==> src/hdl/mbsl_pkg.sv <==
package mbsl_pkg;

    // Register offsets on the plain register port (byte addresses).
    localparam logic [7:0] ADDR_STATION  = 8'h00;
    localparam logic [7:0] ADDR_BAUD     = 8'h04;
    localparam logic [7:0] ADDR_ACCESS   = 8'h08;
    localparam logic [7:0] ADDR_GAPLIM   = 8'h0c;
    localparam logic [7:0] ADDR_REPLY    = 8'h10;
    localparam logic [7:0] ADDR_PASSCODE = 8'h14;
    localparam logic [7:0] ADDR_RECOVERY = 8'h18;
    localparam logic [7:0] ADDR_RESTORE  = 8'h1c;
    localparam logic [7:0] ADDR_FLOWCOEF = 8'h20;
    localparam logic [7:0] ADDR_TOTCOEF  = 8'h24;
    localparam logic [7:0] ADDR_BATCOEF  = 8'h28;
    localparam logic [7:0] ADDR_CURRENT  = 8'h2c;
    localparam logic [7:0] ADDR_STATUS   = 8'h30;
    localparam logic [7:0] ADDR_MASK     = 8'h34;
    localparam logic [7:0] ADDR_SCALED   = 8'h38;
    localparam logic [7:0] ADDR_NORM     = 8'h3c;
    localparam logic [7:0] ADDR_ALERT    = 8'h40;

    // Station address limits and broadcast alias.
    localparam logic [7:0] STATION_MAX   = 8'hc7;
    localparam logic [7:0] STATION_ALIAS = 8'hff;
    localparam logic [7:0] STATION_RST   = 8'h01;

    // Registers 04h and 05h always writable over the link; first configuration register.
    localparam logic [15:0] REG_OPEN_A = 16'h0004;
    localparam logic [15:0] REG_OPEN_B = 16'h0005;
    localparam logic [15:0] CFG_FIRST  = 16'h0000;

    localparam logic [6:0] GAP_MAX = 7'h63;

    // Factory restore code 5465 and blank passcode, in BCD.
    localparam logic [15:0] RESTORE_CODE  = 16'h5465;
    localparam logic [15:0] PASSCODE_NONE = 16'h0000;
    // Recovery code value is arbitrary.
    localparam logic [15:0] RECOVERY_CODE = 16'h7391;

    // Status bit positions.
    localparam int ST_FRAME   = 0;
    localparam int ST_ALERT   = 1;
    localparam int ST_REFUSED = 2;
    localparam int ST_RESTORE = 3;
    localparam int ST_W       = 4;

    // Timing: 100 MHz clock, one second.
    localparam longint CLK_HZ     = 100000000;
    localparam int     SECOND_CYC = 32'(CLK_HZ);
    localparam int     BITS_CHAR  = 11;

    typedef enum logic [2:0] {
        BAUD_1200, BAUD_2400, BAUD_4800, BAUD_9600,
        BAUD_19200, BAUD_38400, BAUD_57600, BAUD_115200
    } mbsl_baud_e;

    typedef enum logic [2:0] {
        REPLY_DELAY_SELECT_STD, REPLY_DELAY_SELECT_10, REPLY_DELAY_SELECT_20, REPLY_DELAY_SELECT_50, REPLY_DELAY_SELECT_100, REPLY_DELAY_SELECT_200
    } mbsl_reply_delay_select_e;

    // Parsed frame from the receiver.
    typedef struct packed {
        logic [7:0]  station;
        logic        isWrite;
        logic [15:0] regIndex;
        logic [15:0] data;
    } mbsl_frame_s;

    // Decision handed to the reply side.
    typedef struct packed {
        logic        accept;
        logic        writeOk;
        logic [15:0] regIndex;
        logic [15:0] data;
    } mbsl_reply_s;

endpackage

==> src/hdl/mbsl_link_supervisor.sv <==
// Function
// - Station address 0..199 is kept; frames matching it are answered.
// - With station zero, frames addressed to 255 are answered.
// - Line rate is one of eight values; master uses the same rate.
// - Remote writes to configuration registers are refused when permit off.
// - Registers 04h and 05h stay remotely writable regardless of permit.
// - Frame gap beyond 0..99 s limit drives remote outputs to alert.
// - Gap limit zero disables frame-gap supervision entirely.
// - Reply waits none, 10, 20, 50, 100 or 200 character times.
// - Passcode is four BCD digits; recovery code clears it, then dies.
// - Passcode zero disables menu passcode protection.
// - Four per-relay flags permit threshold edits without the passcode.
// - Restore needs code 5465, then confirm restores and cancel abandons.
// - Flow, total and batch each scale by their own coefficient.
// - Normalized input is (current minus range start) over range width.
// - Normalized result is not clamped outside the nominal range.
//
// Implementation choices: the register offsets and the plain strobed port.
module mbsl_link_supervisor (
    input  wire logic                  core_clk,
    input  wire logic                  sys_rst,
    input  wire logic [7:0]            regAddr,
    input  wire logic [31:0]           regWdata,
    input  wire logic                  regWr,
    input  wire logic                  regRd,
    output logic      [31:0]           regRdata,
    input  wire logic                  frameValid,
    input  wire mbsl_pkg::mbsl_frame_s frameIn,
    output mbsl_pkg::mbsl_reply_s      replyOut,
    output logic                       replyValid,
    output logic                       baudTick,
    output logic                       remoteAlert,
    output logic                       passcodeNeeded,
    output logic      [3:0]            thresholdEditOpen,
    output logic                       factoryRestore,
    input  wire logic                  keyConfirm,
    input  wire logic                  keyCancel,
    input  wire logic [15:0]           measuredValue,
    output logic      [31:0]           flowScaled,
    output logic      [31:0]           totalScaled,
    output logic      [31:0]           batchScaled,
    output logic                       irq
);

    ////////////////////////////////////////////////////////////////////////
    logic [7:0]  station_r;
    logic [2:0]  baudSel_r;
    logic        remote_config_write_permit_r;
    logic [3:0]  threshold_edit_permit_r;
    logic [6:0]  frame_gap_limit_r;
    logic [2:0]  reply_delay_select_r;
    logic [15:0] user_passcode_r;
    logic        recoveryUsed_r;
    logic        restoreArmed_r;
    logic [15:0] flow_scale_factor_r;
    logic [15:0] total_scale_factor_r;
    logic [15:0] batch_scale_factor_r;
    logic        range420_r;
    localparam int ST_W_L = mbsl_pkg::ST_W - 1;
    logic [ST_W_L:0] status_r;
    logic [ST_W_L:0] mask_r;

    function automatic logic [31:0] scale(input logic [15:0] v,
                                          input logic [15:0] k);
        scale = v * k;
    endfunction

    function automatic logic [31:0] bits_per_baud(input logic [2:0] s);
        unique case (s)
            3'h0:    bits_per_baud = 32'd83333;
            3'h1:    bits_per_baud = 32'd41667;
            3'h2:    bits_per_baud = 32'd20833;
            3'h3:    bits_per_baud = 32'd10417;
            3'h4:    bits_per_baud = 32'd5208;
            3'h5:    bits_per_baud = 32'd2604;
            3'h6:    bits_per_baud = 32'd1736;
            default: bits_per_baud = 32'd868;
        endcase
    endfunction

    function automatic logic [7:0] chars_of(input logic [2:0] s);
        unique case (s)
            3'h1:    chars_of = 8'h0a;
            3'h2:    chars_of = 8'h14;
            3'h3:    chars_of = 8'h32;
            3'h4:    chars_of = 8'h64;
            3'h5:    chars_of = 8'hc8;
            default: chars_of = 8'h00;
        endcase
    endfunction

    ////////////////////////////////////////////////////////////////////////
    // Register writes.
    wire recoveryHit = regWr && regAddr == mbsl_pkg::ADDR_RECOVERY &&
                       regWdata[15:0] == mbsl_pkg::RECOVERY_CODE &&
                       !recoveryUsed_r;

    always_ff @(posedge core_clk or posedge sys_rst) begin
        if (sys_rst) begin
            station_r                    <= mbsl_pkg::STATION_RST;
            baudSel_r                    <= 3'h3;
            remote_config_write_permit_r <= 1'b1;
            threshold_edit_permit_r      <= 4'h0;
            frame_gap_limit_r            <= 7'h00;
            reply_delay_select_r         <= 3'h0;
            flow_scale_factor_r          <= 16'h0001;
            total_scale_factor_r         <= 16'h0001;
            batch_scale_factor_r         <= 16'h0001;
            range420_r                   <= 1'b1;
            mask_r                       <= '0;
        end else if (factoryRestore) begin
            // Mask is kept so that the restore event can still interrupt.
            station_r                    <= mbsl_pkg::STATION_RST;
            baudSel_r                    <= 3'h3;
            remote_config_write_permit_r <= 1'b1;
            threshold_edit_permit_r      <= 4'h0;
            frame_gap_limit_r            <= 7'h00;
            reply_delay_select_r         <= 3'h0;
            flow_scale_factor_r          <= 16'h0001;
            total_scale_factor_r         <= 16'h0001;
            batch_scale_factor_r         <= 16'h0001;
            range420_r                   <= 1'b1;
        end else if (regWr) begin
            unique case (regAddr)
                mbsl_pkg::ADDR_STATION:
                    if (regWdata[7:0] <= mbsl_pkg::STATION_MAX) begin
                        station_r <= regWdata[7:0];
                    end
                mbsl_pkg::ADDR_BAUD:     baudSel_r <= regWdata[2:0];
                mbsl_pkg::ADDR_ACCESS: begin
                    remote_config_write_permit_r <= regWdata[0];
                    threshold_edit_permit_r      <= regWdata[7:4];
                end
                mbsl_pkg::ADDR_GAPLIM:
                    if (regWdata[6:0] <= mbsl_pkg::GAP_MAX) begin
                        frame_gap_limit_r <= regWdata[6:0];
                    end
                mbsl_pkg::ADDR_REPLY:
                    if (regWdata[2:0] <= 3'h5) begin
                        reply_delay_select_r <= regWdata[2:0];
                    end
                mbsl_pkg::ADDR_FLOWCOEF: flow_scale_factor_r  <= regWdata[15:0];
                mbsl_pkg::ADDR_TOTCOEF:  total_scale_factor_r <= regWdata[15:0];
                mbsl_pkg::ADDR_BATCOEF:  batch_scale_factor_r <= regWdata[15:0];
                mbsl_pkg::ADDR_CURRENT:  range420_r <= regWdata[0];
                mbsl_pkg::ADDR_MASK:     mask_r <= regWdata[ST_W_L:0];
                default: ;
            endcase
        end
    end

    // Passcode and single-use recovery.
    always_ff @(posedge core_clk or posedge sys_rst) begin
        if (sys_rst) begin
            user_passcode_r <= mbsl_pkg::PASSCODE_NONE;
            recoveryUsed_r  <= 1'b0;
        end else if (recoveryHit) begin
            user_passcode_r <= mbsl_pkg::PASSCODE_NONE;
            recoveryUsed_r  <= 1'b1;
        end else if (regWr && regAddr == mbsl_pkg::ADDR_PASSCODE &&
                     regWdata[3:0] < 4'ha && regWdata[7:4] < 4'ha &&
                     regWdata[11:8] < 4'ha && regWdata[15:12] < 4'ha) begin
            user_passcode_r <= regWdata[15:0];
        end
    end

    assign passcodeNeeded = user_passcode_r != mbsl_pkg::PASSCODE_NONE;
    assign thresholdEditOpen = threshold_edit_permit_r |
                               {4{!passcodeNeeded}};

    ////////////////////////////////////////////////////////////////////////
    // Factory restore: code arms, confirm restores, cancel abandons.
    always_ff @(posedge core_clk or posedge sys_rst) begin
        if (sys_rst) begin
            restoreArmed_r <= 1'b0;
            factoryRestore <= 1'b0;
        end else begin
            factoryRestore <= restoreArmed_r && keyConfirm;
            if (regWr && regAddr == mbsl_pkg::ADDR_RESTORE &&
                regWdata[15:0] == mbsl_pkg::RESTORE_CODE) begin
                restoreArmed_r <= 1'b1;
            end else if (keyConfirm || keyCancel) begin
                restoreArmed_r <= 1'b0;
            end
        end
    end

    ////////////////////////////////////////////////////////////////////////
    // Frame acceptance and write gating.
    logic addrMatch;
    logic writeAllowed;
    always_comb begin
        addrMatch = frameIn.station == station_r ||
                    (station_r == 8'h00 &&
                     frameIn.station == mbsl_pkg::STATION_ALIAS);
        writeAllowed = remote_config_write_permit_r ||
                       frameIn.regIndex == mbsl_pkg::REG_OPEN_A ||
                       frameIn.regIndex == mbsl_pkg::REG_OPEN_B;
    end

    // Bit-time and character-time enables from one divider.
    logic [31:0] bitCnt_r;
    logic [3:0]  charBits_r;
    logic        charTick;
    always_ff @(posedge core_clk or posedge sys_rst) begin
        if (sys_rst) begin
            bitCnt_r   <= '0;
            charBits_r <= '0;
        end else if (bitCnt_r >= bits_per_baud(baudSel_r) - 32'd1) begin
            bitCnt_r   <= '0;
            charBits_r <= (charBits_r == 4'(mbsl_pkg::BITS_CHAR - 1)) ?
                          4'h0 : charBits_r + 4'h1;
        end else begin
            bitCnt_r <= bitCnt_r + 32'd1;
        end
    end
    assign baudTick = bitCnt_r == 32'd0;
    assign charTick = baudTick &&
                      charBits_r == 4'(mbsl_pkg::BITS_CHAR - 1);

    ////////////////////////////////////////////////////////////////////////
    // Reply delay.
    logic [7:0]            delayLeft_r;
    logic                  pending_r;
    mbsl_pkg::mbsl_reply_s pendReply_r;
    always_ff @(posedge core_clk or posedge sys_rst) begin
        if (sys_rst) begin
            pending_r   <= 1'b0;
            delayLeft_r <= '0;
            pendReply_r <= '0;
            replyOut    <= '0;
            replyValid  <= 1'b0;
        end else begin
            replyValid <= 1'b0;
            if (frameValid && addrMatch) begin
                pending_r            <= 1'b1;
                delayLeft_r          <= chars_of(reply_delay_select_r);
                pendReply_r.accept   <= 1'b1;
                pendReply_r.writeOk  <= !frameIn.isWrite || writeAllowed;
                pendReply_r.regIndex <= frameIn.regIndex;
                pendReply_r.data     <= frameIn.data;
            end else if (pending_r && delayLeft_r == 8'h00) begin
                pending_r  <= 1'b0;
                replyOut   <= pendReply_r;
                replyValid <= 1'b1;
            end else if (pending_r && charTick) begin
                delayLeft_r <= delayLeft_r - 8'h01;
            end
        end
    end

    ////////////////////////////////////////////////////////////////////////
    // Frame-gap supervision.
    logic [31:0] secCnt_r;
    logic [6:0]  gapSec_r;
    always_ff @(posedge core_clk or posedge sys_rst) begin
        if (sys_rst) begin
            secCnt_r    <= '0;
            gapSec_r    <= '0;
            remoteAlert <= 1'b0;
        end else if (frameValid || frame_gap_limit_r == 7'h00) begin
            secCnt_r    <= '0;
            gapSec_r    <= '0;
            remoteAlert <= 1'b0;
        end else if (secCnt_r == 32'(mbsl_pkg::SECOND_CYC - 1)) begin
            secCnt_r <= '0;
            if (gapSec_r >= frame_gap_limit_r) begin
                remoteAlert <= 1'b1;
            end else begin
                gapSec_r <= gapSec_r + 7'h01;
            end
        end else begin
            secCnt_r <= secCnt_r + 32'd1;
        end
    end

    ////////////////////////////////////////////////////////////////////////
    // Unit scaling and input normalization; measuredValue is in uA.
    logic signed [31:0] norm_r;
    always_ff @(posedge core_clk or posedge sys_rst) begin
        if (sys_rst) begin
            flowScaled  <= '0;
            totalScaled <= '0;
            batchScaled <= '0;
            norm_r      <= '0;
        end else begin
            flowScaled  <= scale(measuredValue, flow_scale_factor_r);
            totalScaled <= scale(measuredValue, total_scale_factor_r);
            batchScaled <= scale(measuredValue, batch_scale_factor_r);
            // Fixed point Q16; no clamp, so under- and over-range pass.
            if (range420_r) begin
                norm_r <= ((signed'(32'(measuredValue)) - 32'sd4000) <<< 16) /
                          32'sd16000;
            end else begin
                norm_r <= (32'(measuredValue) <<< 16) / 32'sd20000;
            end
        end
    end

    ////////////////////////////////////////////////////////////////////////
    // Sticky status, set wins over write-one-to-clear.
    logic [ST_W_L:0] events;
    always_comb begin
        events = '0;
        events[mbsl_pkg::ST_FRAME]   = frameValid && addrMatch;
        events[mbsl_pkg::ST_ALERT]   = remoteAlert;
        events[mbsl_pkg::ST_REFUSED] = frameValid && addrMatch &&
                                       frameIn.isWrite && !writeAllowed;
        events[mbsl_pkg::ST_RESTORE] = factoryRestore;
    end
    always_ff @(posedge core_clk or posedge sys_rst) begin
        if (sys_rst) begin
            status_r <= '0;
        end else begin
            status_r <= (status_r & ~((regWr &&
                        regAddr == mbsl_pkg::ADDR_STATUS) ?
                        regWdata[ST_W_L:0] : '0)) | events;
        end
    end
    assign irq = |(status_r & mask_r);

    // Read port, data one cycle later.
    always_ff @(posedge core_clk or posedge sys_rst) begin
        if (sys_rst) begin
            regRdata <= '0;
        end else if (regRd) begin
            unique case (regAddr)
                mbsl_pkg::ADDR_STATION:  regRdata <= {24'h0, station_r};
                mbsl_pkg::ADDR_BAUD:     regRdata <= {29'h0, baudSel_r};
                mbsl_pkg::ADDR_ACCESS:   regRdata <= {24'h0,
                    threshold_edit_permit_r, 3'h0,
                    remote_config_write_permit_r};
                mbsl_pkg::ADDR_GAPLIM:   regRdata <= {25'h0, frame_gap_limit_r};
                mbsl_pkg::ADDR_REPLY:    regRdata <= {29'h0,
                                                      reply_delay_select_r};
                mbsl_pkg::ADDR_PASSCODE: regRdata <= {16'h0, user_passcode_r};
                mbsl_pkg::ADDR_RECOVERY: regRdata <= {31'h0, recoveryUsed_r};
                mbsl_pkg::ADDR_RESTORE:  regRdata <= {31'h0, restoreArmed_r};
                mbsl_pkg::ADDR_FLOWCOEF: regRdata <= {16'h0, flow_scale_factor_r};
                mbsl_pkg::ADDR_TOTCOEF:  regRdata <= {16'h0, total_scale_factor_r};
                mbsl_pkg::ADDR_BATCOEF:  regRdata <= {16'h0, batch_scale_factor_r};
                mbsl_pkg::ADDR_CURRENT:  regRdata <= {31'h0, range420_r};
                mbsl_pkg::ADDR_STATUS:   regRdata <= {28'h0, status_r};
                mbsl_pkg::ADDR_MASK:     regRdata <= {28'h0, mask_r};
                mbsl_pkg::ADDR_NORM:     regRdata <= norm_r;
                mbsl_pkg::ADDR_ALERT:    regRdata <= {31'h0, remoteAlert};
                default:                 regRdata <= '0;
            endcase
        end else begin
            regRdata <= '0;
        end
    end
endmodule

==> config.mk <==
export PLATFORM = sky130hd
export DESIGN_NAME = mbsl_link_supervisor
export DESIGN_NICKNAME = d
export VERILOG_FILES = /design/src/hdl/mbsl_pkg.sv /design/src/hdl/mbsl_link_supervisor.sv
export SDC_FILE = /design/constraint.sdc
export NUM_CORES = 2
export LEC_CHECK = 0
export BUFFER_PORTS_ARGS = -buffer_cell sky130_fd_sc_hd__clkbuf_2
export CAP_MARGIN = 40
export CORE_MARGIN = 8
export CORE_UTILIZATION = 30
export CTS_BUF_LIST = sky130_fd_sc_hd__clkbuf_4 sky130_fd_sc_hd__clkbuf_8 sky130_fd_sc_hd__clkbuf_16
export CTS_CLUSTER_DIAMETER = 150
export DETAILED_ROUTE_END_ITERATION = 10
export HOLD_SLACK_MARGIN = 0.1
export PLACE_DENSITY_LB_ADDON = 0.2
export SETUP_SLACK_MARGIN = 0.05
export SLEW_MARGIN = 20
export SYNTH_ARGS = -nofsm -noshare
export SYNTH_HDL_FRONTEND = slang
export SYNTH_SLANG_ARGS = --single-unit
==> constraint.sdc <==
create_clock -name core_clk -period 14.1 [get_ports core_clk]
set_input_delay 2.115 -clock core_clk [delete_from_list [all_inputs] [get_ports core_clk]]
set_output_delay 2.115 -clock core_clk [all_outputs]
set_load 0.005 [all_outputs]
# [After elaboration in Yosys (flattened, before gate mapping)]
# Index checks and enable logic that the tools add are counted.
[classes] n_eq_ne=36 add_sub_neg=7 bitwise=7 mux=60 n_lt_le_gt_ge=9 n_mul=3 div=2 reduce_logical=70
[ops] op="case mux 32 bit (16 select lines)" count=1
[ops] op="2-to-1 mux 16 bit" count=11
[ops] op="2-to-1 mux 32 bit" count=5
[ops] op="case mux 17 bit (7 select lines)" count=1
[ops] op="multiplier 16 x 16 -> 32 bit" count=3
[ops] op="adder 32 x 1 -> 32 bit, second input constant" count=2
[ops] op="divider 32 x 15 -> 32 bit, second input constant" count=2
[ops] op="equality test 8 x 6 -> 1 bit, second input constant" count=7
[ops] op="2-to-1 mux 8 bit" count=7
[ops] op="2-to-1 mux 7 bit" count=7
[ops] op="case mux 8 bit (5 select lines)" count=1
[ops] op="nonzero test 2 bit" count=19
[ops] op="equality test 16 x 15 -> 1 bit, second input constant" count=2
[ops] op="equality test 16 x 3 -> 1 bit, second input constant" count=2
[ops] op="equality test 32 x 27 -> 1 bit, second input constant" count=1
[ops] op="equality test 8 x 5 -> 1 bit, second input constant" count=4
[ops] op="greater-or-equal comparator 32 bit" count=1
[ops] op="logical NOT 32 bit" count=1
[ops] op="subtractor 32 x 1 -> 32 bit, second input constant" count=1
[ops] op="logical NOT 8 bit" count=3
[ops] op="2-to-1 mux 3 bit" count=7
[ops] op="2-to-1 mux 4 bit" count=5
[ops] op="AND reduction 2 bit" count=10
[ops] op="logical AND 1 bit" count=19
[ops] op="31 further kinds" count=72
[word_totals] word_cells=231 reg_bits=416 input_bits=104

# [Logic depth before layout (Yosys ltp)]
[depth] word_depth=8 depth_mapped=113

# [Worst setup path before layout]
# Ideal clock, no wire load.
[synth_path] path_kind="in2reg" from="input port measuredValue[5]" to="register norm_r[0]" arrival_time_ps=22814 setup_slack_ps=-8838 stages=103 required_time_ps=13976 n_path_buf=17 cell_sequence="buf_6 -> inv_1 -> ha_1 -> or4_4 -> buf_6 -> a2111o_1 -> nand2_4 -> nor3_4 -> o311a_1 -> a211oi_4 -> nor3_2 -> o31a_1 -> buf_4 -> mux2_4 -> o211ai_4 -> a2111oi_0 -> or4_1 -> buf_4 -> [67 not listed] -> nor2_1 -> a211oi_1 -> a31oi_1 -> a21bo_1 -> buf_4 -> a211oi_4 -> xnor2_1 -> o311ai_2 -> a2111o_1 -> inv_2 -> buf_6 -> ha_1 -> o32ai_2 -> xor2_1 -> o31a_1 -> nor3b_1 -> a2111oi_0 -> o31a_1"
[synth_via] elab_chain_len=3 word_cells_on_any_way=4
[synth_lines] item="from (decl)" line="mbsl_link_supervisor.sv:38" text="input wire logic [15:0] measuredValue,"
[synth_lines] item="subtractor 16 x 12 -> 16 bit" line="mbsl_link_supervisor.sv:292" text="norm_r <= ((signed'(32'(measuredValue)) - 32'sd4000) <<< 16) /"
[synth_lines] item="divider 32 x 15 -> 32 bit" line="mbsl_link_supervisor.sv:292"
[synth_lines] item="2-to-1 mux 32 bit (*)" line="mbsl_link_supervisor.sv:291" text="if (range420_r) begin"
[synth_lines] item="to (signal assigned)" line="mbsl_link_supervisor.sv:292"
[synth_lines] item="to (signal assigned)" line="mbsl_link_supervisor.sv:295" text="norm_r <= (32'(measuredValue) <<< 16) / 32'sd20000;"
[synth_lines] item="to (decl)" line="mbsl_link_supervisor.sv:279" text="logic signed [31:0] norm_r;"
# Every way passes the cells marked *; elsewhere a longest branch is shown, timed or not.
# A chain may end at the register's enable or synchronous reset.

# [Final worst setup path]
[layout_path] from="input port measuredValue[6]" to="register norm_r[0]"
# Same word-level chain as after synthesis.

==> impl_metrics.json <==
{
  "ys_seq_elements": 416,
  "die_area_um2": 212000,
  "violations": "negative setup slack",
  "insertion_delay_ns": 0.64,
  "worstMarginPinSlew_ns": 1.01,
  "syn_area_per_cell_um2": 8.52,
  "status": "finished with violations",
  "setup_viol": 32,
  "slew_headroom": 0.328,
  "ios": 276,
  "cts.clk_slew.worst_paths_ns": 0.07,
  "grt_max_degree": 175,
  "gp_congestion": 0.865,
  "mostFrequentLayoutCell": "buf_4",
  "grt_remaining_overflow": 0,
  "seq_area_frac_synth": 0.176,
  "portBuffers": 259,
  "ff2ff_setup_slack_ns": 5.54,
  "endpoint_kind": "flip-flop",
  "crit_path_top_delay_cell": "or4_4",
  "drc": 0,
  "synth_edf_count": 0,
  "layout_setup_ws_ns": -4.83,
  "worstPathRequired_ns": 14.61,
  "num_rows": 163,
  "period_needed_ns": 18.93,
  "multi_input_area_um2": 47600,
  "drt-wirelength-per-cell_um": 19.2,
  "grt_pass1_vias": 58618,
  "max_freq_mhz": 52.8,
  "hold_end": "pendReply_r[3]$_DFFE_PP0P_",
  "finalSetupTns_ns": -117.03,
  "rsz0062_at_grt": "true",
  "start_util": 0.301,
  "routed_wl_um": 216000,
  "ff_latch_area_um2": 10400,
  "ctsHoldBuffers": 0,
  "htreeDepth": 2,
  "yosysUniqueCellTypes": 187,
  "die_h_um": 461,
  "drv_cap": 0,
  "drive_gt1_frac": 0.311,
  "worst_path_largest_cell_delay_ns": 0.59,
  "path_max_fanout": 6,
  "crit-reg2reg-capture": "flowScaled[31]$_DFF_PP0_",
  "synthFlopType": "dfrtp_1",
  "ant_nets": 0,
  "cts_tree": "done",
  "die_w_um": 461,
  "nNetsFinal": 9597,
  "postSynthCellCount": 6969,
  "drt-pass1-iter-count": 7,
  "finClkSkew_ns": 0.0274,
  "clockBufferDepth": 3,
  "fillers": 19963,
  "antenna_found_initial": 21,
  "cts-root-buf": "clkbuf_16",
  "worstHoldStart": "pendReply_r[3]$_DFFE_PP0P_",
  "numClockSinks": 416,
  "cts_buffers": 47,
  "crit_top_cell": "ha_4",
  "hold_depth": 2,
  "drt-vias-per-instance": 5.07,
  "crit_path_start": "measuredValue[6]",
  "core_um2": 197000,
  "start_kind": "input port",
  "hold_path.class": "flip-flop to flip-flop",
  "worstRegToRegCells": 36,
  "drt_iter0_drc": 3278,
  "final_cell_mix": "buf_4 (1503), nand2_1 (989), inv_1 (765)",
  "synth_area_um2": 59300,
  "ys_warn_count": 0,
  "grt_usage": 0.197,
  "vias": 56823,
  "period_share": 1.34,
  "arrival_ns": 19.45,
  "critPathKind": "input port to flip-flop",
  "grt_pass1_wl_um": 338000,
  "hold_viol": 0,
  "timing.rr.start": "flow_scale_factor_r[6]$_DFFE_PP0P_",
  "drv_slew": 0,
  "synthArstFlopShare": 1.00,
  "syn_to_final_growth_pct": 34.5,
  "dp_hpwl_um": 169000
}
-- sequential cells by signal, indices dropped and copies added, names as in the netlist, 7 cells and up --
| register | flops |
|---|---|
| flowScaled | 32 |
| gapSec_r | 7 |
| norm_r | 32 |
| batchScaled | 32 |
| totalScaled | 32 |
| frame_gap_limit_r | 7 |
| replyOut | 34 |
| flow_scale_factor_r | 16 |
| regRdata | 32 |
| delayLeft_r | 8 |
| user_passcode_r | 16 |
| pendReply_r | 34 |
| batch_scale_factor_r | 16 |
| bitCnt_r | 32 |
| secCnt_r | 32 |
| station_r | 8 |
| total_scale_factor_r | 16 |
-- stage by stage --
step | area, um2 | worst slack (ns) | instances | hold slack (ns) | utilization
floorplan | 60400 | -7.51 | 6977 | 0.428 | -
global placement | 73700 | -6.24 | 10912 | 0.445 | 0.374
detailed placement | 73700 | -6.41 | 10915 | 0.453 | 0.374
CTS | 78300 | -4.67 | 11137 | 0.469 | 0.398
global route | 79800 | -5.43 | 11204 | 0.480 | 0.405
finish | 79800 | -4.83 | 11208 | 0.468 | 0.405
-- cell usage after synthesis (all sizes together), types with 66 or more instances --
master | count | area, um2
nand2 | 1016 | 3850
inv | 792 | 2990
fa | 582 | 11700
dfrtp | 408 | 10200
nor2 | 395 | 1510
ha | 390 | 4880
a21oi | 347 | 1780
and2 | 314 | 1970
xnor2 | 284 | 2570
clkbuf | 239 | 906
o21ai | 203 | 1070
nand3 | 154 | 786
nor3 | 127 | 677
buf | 114 | 848
xor2 | 104 | 937
o21bai | 88 | 661
and3 | 78 | 503
o211ai | 73 | 582
mux2 | 69 | 781
a31oi | 66 | 438
-- repair_timing --
action	4_1_cts	5_1_grt
pin swaps	211	163
setup endpoints to repair	32	32
setup buffers	143	61
gates resized for setup	387	195
-- area by class of cell --
type,count,share of cell area
tap,2640,0.0414
sequential,416,0.131
clock buffer,63,0.0172
clock inverter,23,0.00392
antenna,10,0.000313
multi-input combinational,5411,0.596
inverter,793,0.0380
timing repair buffer,1852,0.173
-- kinds of logic after synthesis --
family,count (synthesis),share of synthesized area
buffers and inverters,1150,0.0806
adder cells (fa/ha/maj),973,0.279
multiplexers,135,0.0248
flip-flops,416,0.176
other,1,0.0000632
AND/OR/NAND/NOR,2505,0.208
XOR/XNOR,389,0.0594
AO/OA/AOI/OAI,1400,0.173
-- critical path: cells and delay by family --
family	cells	cell delay, ns
fa+ha+maj	9	1.52
xor+xnor	3	0.46
mux	3	0.64
simple gates	18	4.51
buf+inv	19	1.96
compound gates	43	8.13
-- layer usage --
metal	vias to the layer above	global-route usage	wire [um]
li1	26794	-	-
met4	0	0.0566	6400
met2	1239	0.345	106000
met5	-	0	0
met3	265	0.0160	7400
met1	28525	0.261	95900
-- worst max-delay path by stage --
| stage | end | cells past startpoint |
|---|---|---|
| after floorplan | norm_r[0]$_DFF_PP0_ | 105 |
| after global placement | norm_r[16]$_DFF_PP0_ | 86 |
| after detailed placement | norm_r[0]$_DFF_PP0_ | 88 |
| after CTS | norm_r[0]$_DFF_PP0_ | 91 |
| after global routing | norm_r[0]$_DFF_PP0_ | 95 |
| final | norm_r[0]$_DFF_PP0_ | 95 |
Power is not shown: default switching activity piles up to over one toggle a cycle in this logic, so the estimate is an artifact.
